--- src/verilog/vdat_pkg.sv ---
// Package for the video DRAM access sequencer: timing counts and carriers.
// Assumes a single 200 MHz processor clock; counts are in clock cycles.
package vdat_pkg;

  // Initial access latencies, in cycles from request to first word
  localparam int VDAT_INSTR_LAT      = 6;
  localparam int VDAT_READ_LAT       = 5;
  localparam int VDAT_WRITE_LAT_FAST = 3;
  localparam int VDAT_WRITE_LAT_SLOW = 4;
  // Refresh period and length
  localparam int VDAT_REFRESH_PERIOD = 390;
  localparam int VDAT_REFRESH_LEN    = 6;
  // Precharge between accesses; idle cycle overlaps one of them
  localparam int VDAT_PRECHARGE      = 3;
  localparam int VDAT_PRE_GAP        = VDAT_PRECHARGE - 1;
  // Extra hold-off after a data write
  localparam int VDAT_WRITE_RECOVERY = 3;

  localparam int VDAT_AW = 24;

  // Request from the processor side
  typedef struct packed {
    logic              valid;
    logic              instr;   // Instruction fetch
    logic              write;   // Data write (ignored for instr)
    logic              burst;   // Burst request on the data bus
    logic [VDAT_AW-1:0] addr;
  } vdat_req_t;

  // Control toward the memory array
  typedef struct packed {
    logic              row_strobe;   // Random port row/column cycle active
    logic              xfer;         // Row transfer to the shifter
    logic              shift;        // Shift one word out of the serial port
    logic              wr_en;
    logic              refresh;
    logic [VDAT_AW-1:0] addr;
  } vdat_mem_t;

endpackage

--- src/verilog/vdat_refresh_timer.sv ---
// Free-running refresh interval counter.
// Assumes the sequencer acknowledges each due pulse when it starts a refresh.
`timescale 1ns/10ps
module vdat_refresh_timer
#(
  parameter int PERIOD = vdat_pkg::VDAT_REFRESH_PERIOD
)
(
  input  wire logic clock,   // Processor clock
  input  wire logic rst_n,   // Synchronous reset, active low
  input  wire logic ack,     // Refresh started
  output logic      due      // Refresh is pending
);
  import vdat_pkg::*;

  localparam int CW = $clog2(PERIOD);
  logic [CW-1:0] cnt_reg;
  logic          due_reg;
  wire           wrap = (cnt_reg == CW'(PERIOD - 1));

  // Count every cycle; flag a refresh at each wrap, wrap wins over ack
  always_ff @(posedge clock)
  begin
    if (!rst_n)
    begin
      cnt_reg <= '0;
      due_reg <= 1'b0;
    end
    else
    begin
      cnt_reg <= wrap ? '0 : cnt_reg + 1'b1;
      due_reg <= wrap | (due_reg & ~ack);
    end
  end

  assign due = due_reg;
endmodule

--- src/verilog/vdat_burst_shifter.sv ---
// Serial port burst engine: one instruction word per cycle after start.
// Assumes start is a one-cycle pulse in the cycle the row transfer is issued.
`timescale 1ns/10ps
module vdat_burst_shifter
(
  input  wire logic clock,   // Processor clock
  input  wire logic rst_n,   // Synchronous reset, active low
  input  wire logic start,   // Begin streaming
  input  wire logic stop,    // Burst ended by a new request
  output logic      active,  // Streaming
  output logic      shift    // Shift strobe this cycle
);
  import vdat_pkg::*;

  logic act_reg;

  // Runs independently of the random port until told to stop
  always_ff @(posedge clock)
  begin
    if (!rst_n)
      act_reg <= 1'b0;
    else if (stop)
      act_reg <= 1'b0;
    else if (start)
      act_reg <= 1'b1;
  end

  assign active = act_reg;
  assign shift  = act_reg & ~stop;
endmodule

--- src/verilog/vdat_sequencer.sv ---
// Access sequencer for a shared video DRAM serving instruction and data buses.
// Assumes one processor clock, requests held until ready, one memory block.
`timescale 1ns/10ps
module vdat_sequencer
#(
  parameter bit SLOW_WRITE = 1'b1   // Fitted parts need the four-cycle write
)
(
  input  wire logic                clock,     // Processor clock, 200 MHz
  input  wire logic                rst_n,     // Synchronous reset, active low
  input  wire vdat_pkg::vdat_req_t req,       // Processor request
  output vdat_pkg::vdat_mem_t      mem,       // Memory array control
  output logic                     req_ready, // Request accepted (pulse)
  output logic                     rdy,       // Word done/valid (pulse)
  output logic                     burst_err, // Data burst refused (pulse)
  output logic                     busy       // Sequencer not idle
);
  import vdat_pkg::*;

  typedef enum logic [2:0] {
    VDAT_IDLE, VDAT_PRE, VDAT_ACCESS, VDAT_WREC, VDAT_REFRESH
  } vdat_state_t;

  localparam int WR_LAT = SLOW_WRITE ? VDAT_WRITE_LAT_SLOW : VDAT_WRITE_LAT_FAST;

  vdat_state_t        state_reg, state_next;
  logic [3:0]         cnt_reg, cnt_next;
  logic [3:0]         gap_reg;            // Cycles since random port closed
  logic               kind_instr_reg, kind_write_reg;
  logic [VDAT_AW-1:0] addr_reg;
  vdat_mem_t          mem_reg, mem_next;
  logic               ready_reg, rdy_reg, err_reg, busy_reg;
  logic               ref_ack;
  wire                ref_due;
  wire                sh_active;
  wire                sh_shift;

  vdat_refresh_timer #(.PERIOD(VDAT_REFRESH_PERIOD)) u_timer
  (
    .clock (clock),
    .rst_n (rst_n),
    .ack   (ref_ack),
    .due   (ref_due)
  );

  // Decode of the incoming request
  wire new_req     = req.valid & ~ready_reg;
  wire is_instr    = new_req & req.instr;
  wire is_data     = new_req & ~req.instr;
  wire data_burst  = is_data & req.burst;
  // Precharge met if closed long enough; idle cycle is the last one
  wire pre_ok      = (gap_reg >= 4'(VDAT_PRE_GAP));
  // Any new request ends a running instruction burst
  wire burst_stop  = sh_active & new_req & (state_reg == VDAT_IDLE);
  wire access_done = (state_reg == VDAT_ACCESS) && (cnt_reg == 4'd1);
  wire xfer_start  = access_done & kind_instr_reg;

  vdat_burst_shifter u_shift
  (
    .clock  (clock),
    .rst_n  (rst_n),
    .start  (xfer_start),
    .stop   (burst_stop),
    .active (sh_active),
    .shift  (sh_shift)
  );

  // Latency loaded at acceptance; idle decode cycle counts as the first
  function automatic logic [3:0] lat_of(input logic instr, input logic write);
    if (instr)
      lat_of = 4'(VDAT_INSTR_LAT - 1);
    else if (write)
      lat_of = 4'(WR_LAT - 1);
    else
      lat_of = 4'(VDAT_READ_LAT - 1);
  endfunction

  // Next-state logic
  always_comb
  begin
    state_next = state_reg;
    cnt_next   = cnt_reg;
    mem_next   = mem_reg;
    ref_ack    = 1'b0;
    mem_next.shift   = sh_shift;
    mem_next.xfer    = 1'b0;
    mem_next.refresh = 1'b0;
    unique case (state_reg)
      VDAT_IDLE:
      begin
        mem_next.row_strobe = 1'b0;
        mem_next.wr_en      = 1'b0;
        if (ref_due && pre_ok)
        begin
          // Refresh beats new requests; burst keeps shifting unless a new request arrives this cycle
          ref_ack          = 1'b1;
          mem_next.refresh = 1'b1;
          state_next       = VDAT_REFRESH;
          cnt_next         = 4'(VDAT_REFRESH_LEN);
        end
        else if (new_req && !data_burst)
        begin
          if (pre_ok)
          begin
            state_next = VDAT_ACCESS;
            cnt_next   = lat_of(req.instr, req.write);
            mem_next.row_strobe = 1'b1;
            mem_next.wr_en      = ~req.instr & req.write;
            mem_next.addr       = req.addr;
          end
          else
            state_next = VDAT_PRE;
        end
      end
      VDAT_PRE:
      begin
        // Wait out remaining precharge, then decode again
        if (pre_ok)
          state_next = VDAT_IDLE;
      end
      VDAT_ACCESS:
      begin
        cnt_next = cnt_reg - 4'd1;
        if (access_done)
        begin
          mem_next.row_strobe = 1'b0;
          mem_next.xfer       = kind_instr_reg;
          mem_next.wr_en      = 1'b0;
          if (kind_write_reg)
          begin
            state_next = VDAT_WREC;
            cnt_next   = 4'(VDAT_WRITE_RECOVERY);
          end
          else
            state_next = VDAT_IDLE;
        end
      end
      VDAT_WREC:
      begin
        cnt_next = cnt_reg - 4'd1;
        if (cnt_reg == 4'd1)
          state_next = VDAT_IDLE;
      end
      VDAT_REFRESH:
      begin
        // Requests held off until refresh finishes
        mem_next.refresh = (cnt_reg != 4'd1);
        cnt_next         = cnt_reg - 4'd1;
        if (cnt_reg == 4'd1)
          state_next = VDAT_IDLE;
      end
    endcase
  end

  // Acceptance strobes
  wire accept = (state_reg == VDAT_IDLE) && !(ref_due && pre_ok) && new_req && pre_ok;
  wire refuse = (state_reg == VDAT_IDLE) && !(ref_due && pre_ok) && data_burst;

  // State and counters
  always_ff @(posedge clock)
  begin
    if (!rst_n)
    begin
      state_reg <= VDAT_IDLE;
      cnt_reg   <= '0;
      gap_reg   <= 4'(VDAT_PRE_GAP);
      mem_reg   <= '0;
    end
    else
    begin
      state_reg <= state_next;
      cnt_reg   <= cnt_next;
      mem_reg   <= mem_next;
      // Random port closed time, saturating
      if (mem_next.row_strobe || mem_next.refresh || state_next == VDAT_WREC)
        gap_reg <= '0;
      else if (gap_reg != 4'hf)
        gap_reg <= gap_reg + 4'd1;
    end
  end

  // Captured request kind and handshake outputs
  always_ff @(posedge clock)
  begin
    if (!rst_n)
    begin
      kind_instr_reg <= 1'b0;
      kind_write_reg <= 1'b0;
      addr_reg       <= '0;
      ready_reg      <= 1'b0;
      rdy_reg        <= 1'b0;
      err_reg        <= 1'b0;
      busy_reg       <= 1'b0;
    end
    else
    begin
      if (accept)
      begin
        kind_instr_reg <= req.instr;
        kind_write_reg <= ~req.instr & req.write;
        addr_reg       <= req.addr;
      end
      ready_reg <= accept | refuse;
      err_reg   <= refuse;
      rdy_reg   <= access_done | sh_shift;
      busy_reg  <= (state_next != VDAT_IDLE);
    end
  end

  assign mem       = mem_reg;
  assign req_ready = ready_reg;
  assign rdy       = rdy_reg;
  assign burst_err = err_reg;
  assign busy      = busy_reg;
endmodule

--- config.mk ---
export PLATFORM = sky130hd
export DESIGN_NAME = vdat_sequencer
export DESIGN_NICKNAME = d
export VERILOG_FILES = /design/src/verilog/vdat_pkg.sv /design/src/verilog/vdat_refresh_timer.sv /design/src/verilog/vdat_burst_shifter.sv /design/src/verilog/vdat_sequencer.sv
export SDC_FILE = /design/constraint.sdc
export NUM_CORES = 1
export LEC_CHECK = 0
export BUFFER_PORTS_ARGS = -buffer_cell sky130_fd_sc_hd__buf_2
export CORE_MARGIN = 4
export CORE_UTILIZATION = 53
export CTS_CLUSTER_DIAMETER = 30
export DETAILED_ROUTE_END_ITERATION = 8
export GPL_TIMING_DRIVEN = 0
export PLACE_DENSITY = 0.84
export SETUP_SLACK_MARGIN = 0.15
export SYNTH_ARGS = -nofsm -noshare
export SYNTH_HDL_FRONTEND = slang
export SYNTH_HIERARCHICAL = 1
export SYNTH_SLANG_ARGS = --single-unit
--- constraint.sdc ---
create_clock -name clock -period 2.7 [get_ports clock]
set_input_delay 0.54 -clock clock [delete_from_list [all_inputs] [get_ports clock]]
set_output_delay 0.54 -clock clock [all_outputs]
set_load 0.02 [all_outputs]
==> impl_metrics.yaml <==
synthesis:
  ys_seq_area_share_pct: 42.9
  syn_inst: 299
  synth_area_um2: 2660
  synth_nets: 335
  synth_edf_count: 0
  ys_types: 61
  ys_seq_elements: 57
  ys.flop_type: "dfxtp_1"
  ys_warn_count: 6
  synthArstFlopShare_pct: 0
  avgSynthCellArea_um2: 8.90
die:
  core_um2: 4790
  core.rowCount: 25
  start_util_pct: 55.6
  die_w_um: 78.9
  boundaryPins: 63
  die_height_um: 78.9
  fp.dieArea_um2: 6220
worst_setup_path:
  worstPathRequired_ps: 2940
  critical_path_class: "reg -> reg"
  crit_path_end_kind: "flip-flop"
  crit-reg2reg-capture: "cnt_reg[1]"
  worstPathCellList: "inv_1 -> ha_1 -> o41ai_1 -> nand3_1 -> a2bb2oi_1 -> and3_1 -> o21a_1"
  cp-start-kind: "flip-flop"
  r2r_start: "gap_reg[0]"
  worstRegToRegCells: 7
  worst_ep_arrival_time_ps: 2550
  crit_path_max_fanout: 5
  ff2ff_setup_slack_ps: 380
  cpPeakStageDelay_ps: 850
  crit_slowest_cell: "o41ai_1"
clocking:
  cts_max_path_buffers: 2
  cts_buffers: 9
  post-cts-setup-buffers: 0
  cts_tree: "built"
  hold_buffers: 0
  clk_pin_slew_ps: 60
  cts_sinks: 57
  root_buffer: "clkbuf_8"
  post_cts_resized: 0
  htreeDepth: 3
  clk_latency_ps: 340
pwr:
  p_per_area_nw_per_um2: 732
  ir_drop_mv: 0.382
  leakage_nw: 1.42
global_route:
  grt_util_met1_pct: 27.6
  grt_pass1_wl_mm: 10.1
  grt_pass1_vias: 2177
  grt_max_degree: 11
  grtUsageMet2_pct: 31.0
  grt_overflow: 0
  busiest_layer: "met2"
  track_usage_pct: 20.9
  antenna_found_initial: 0
  grt_use_met3_pct: 4.65
route:
  remaining_drc_errors: 0
  antenna_left: 0
  drtIter0Drc: 119
  drt_wl_total_mm: 6.23
  avgViaCountPerCell: 5.39
  wl_per_cell_um: 14.0
  firstDrtPassIters: 4
  dr_total_vias: 2391
sta:
  fmax_mhz: 432
  period_share_pct: 85.8
  setup_viol: 0
  hold_viol: 0
  rsz0062_at_grt: "no"
  worstMarginPinSlew_ps: 1040
  fin_setup_tns_ps: 0
  final_max_slew_viol_count: 0
  period_needed_ps: 2320
  postLayoutSetupSlackWorst_ps: 385
  relSlewSlack_pct: 29.7
  fin_skew_ps: 5.06
placement:
  place_hpwl_mm: 4.51
  place_congestion: 0.915
  portBuffers: 62
  place_area_um2: 3060
  dpl_worst_slack_ps: 438
  dp.cells: 428
final_layout:
  fin_area_um2: 3290
  layout-drive-gt1-share_pct: 27.3
  area_delta_synth_final_pct: 23.8
  num_antenna_cells: 0
  instances_no_fill: 444
  final_nets: 408
  largest_reg_flops: 29
outcome:
  status: "finished clean"
worst_hold_path:
  min_to: "mem[7]"
  hp-start: "req[7]"
  hold_path.class: "in -> reg"
  holdPathStages: 3
job:
  drv_cap: 0
-- metrics by stage --
step / hold slack [ps] / total power, mW / utilization, %
5_1_grt: 446 / 2.53 / 68.8
4_1_cts: 427 / 2.43 / 68.8
3_5_place_dp: 446 / 1.49 / 63.8
2_1_floorplan: 444 / 1.35 / -
3_3_place_gp: 440 / 1.48 / 63.8
6_report: 440 / 2.41 / 68.8
-- power by group --
| group | leakage [nW] | internal [mW] | total (mW) | switching [mW] |
|---|---|---|---|---|
| sequential | 0.465 | 0.915 | 0.972 | 0.0570 |
| combinational | 0.829 | 0.208 | 0.508 | 0.300 |
| clock | 0.123 | 0.595 | 0.932 | 0.337 |
-- worst max-delay path, delay by kind of cell (launching register included) --
| kind | cells | cell delay, ps |
|---|---|---|
| compound gates | 3 | 1180 |
| flops | 1 | 350 |
| simple gates | 2 | 350 |
| fa+ha+maj | 1 | 240 |
| buf+inv | 1 | 70 |
-- placed cells by master, fill, tap and decap left out, types with 3 or more instances in the layout --
cell type,n
a21boi_0,22
a21oi_1,11
a31oi_1,4
and2_1,5
and2b_2,3
and3_1,6
buf_2,66
clkbuf_1,5
clkbuf_8,12
dfxtp_1,57
ha_1,6
inv_1,8
mux2i_1,5
nand2_1,57
nand3_1,9
nand4_1,3
nor2_1,14
nor2b_1,6
nor3_1,7
o2111a_1,3
o21a_1,3
o21ai_0,5
or3_1,4
-- cells by family after synthesis --
logic type               count (synthesis)  synth area share, %
AO/OA/AOI/OAI                           70                 19.1
adder cells (fa/ha/maj)                  6                 2.82
flip-flops                              57                 42.9
AND/OR/NAND/NOR                        137                 28.1
multiplexers                             5                 1.88
XOR/XNOR                                 4                 1.32
buffers and inverters                   20                 3.90
-- metal layers --
layer  share of wire [%]  routed length (µm)
met5                   0                   0
met3                 7.6                 474
met4                 2.4                 148
met1                  47                2950
met2                  43                2660
-- synth_stat cells (6+ instances only) --
cell | instances | area [µm²]
nor3_1 | 7 | 35.0
nor2_1 | 14 | 52.6
a21boi_0 | 22 | 165
ha_1 | 6 | 75.1
dfxtp_1 | 57 | 1140
inv_1 | 8 | 30.0
nand3_1 | 9 | 45.0
nor2b_1 | 6 | 37.5
and3_1 | 6 | 37.5
nand2_1 | 57 | 214
a21oi_1 | 11 | 55.1
-- final cells by class --
cell class                 instances  area, µm²
clock buffer                      12        165
inverter                           8       30.0
clock inverter                     4       73.8
multi-input combinational        222       1420
fill                             408       1490
buffer                            12       73.8
sequential                        57       1140
tap                               67       83.8
timing repair buffer              62        310
-- how the worst max path moves through the flow --
stage | start | to
2_1_floorplan | gap_reg[0] | busy
3_3_place_gp | gap_reg[0] | cnt_reg[1]
3_5_place_dp | gap_reg[0] | cnt_reg[1]
4_1_cts | gap_reg[0] | cnt_reg[1]
5_1_grt | gap_reg[0] | gap_reg[3]
6_report | gap_reg[0] | cnt_reg[1]
No activity file was read; power rests on OpenSTA's default activity.
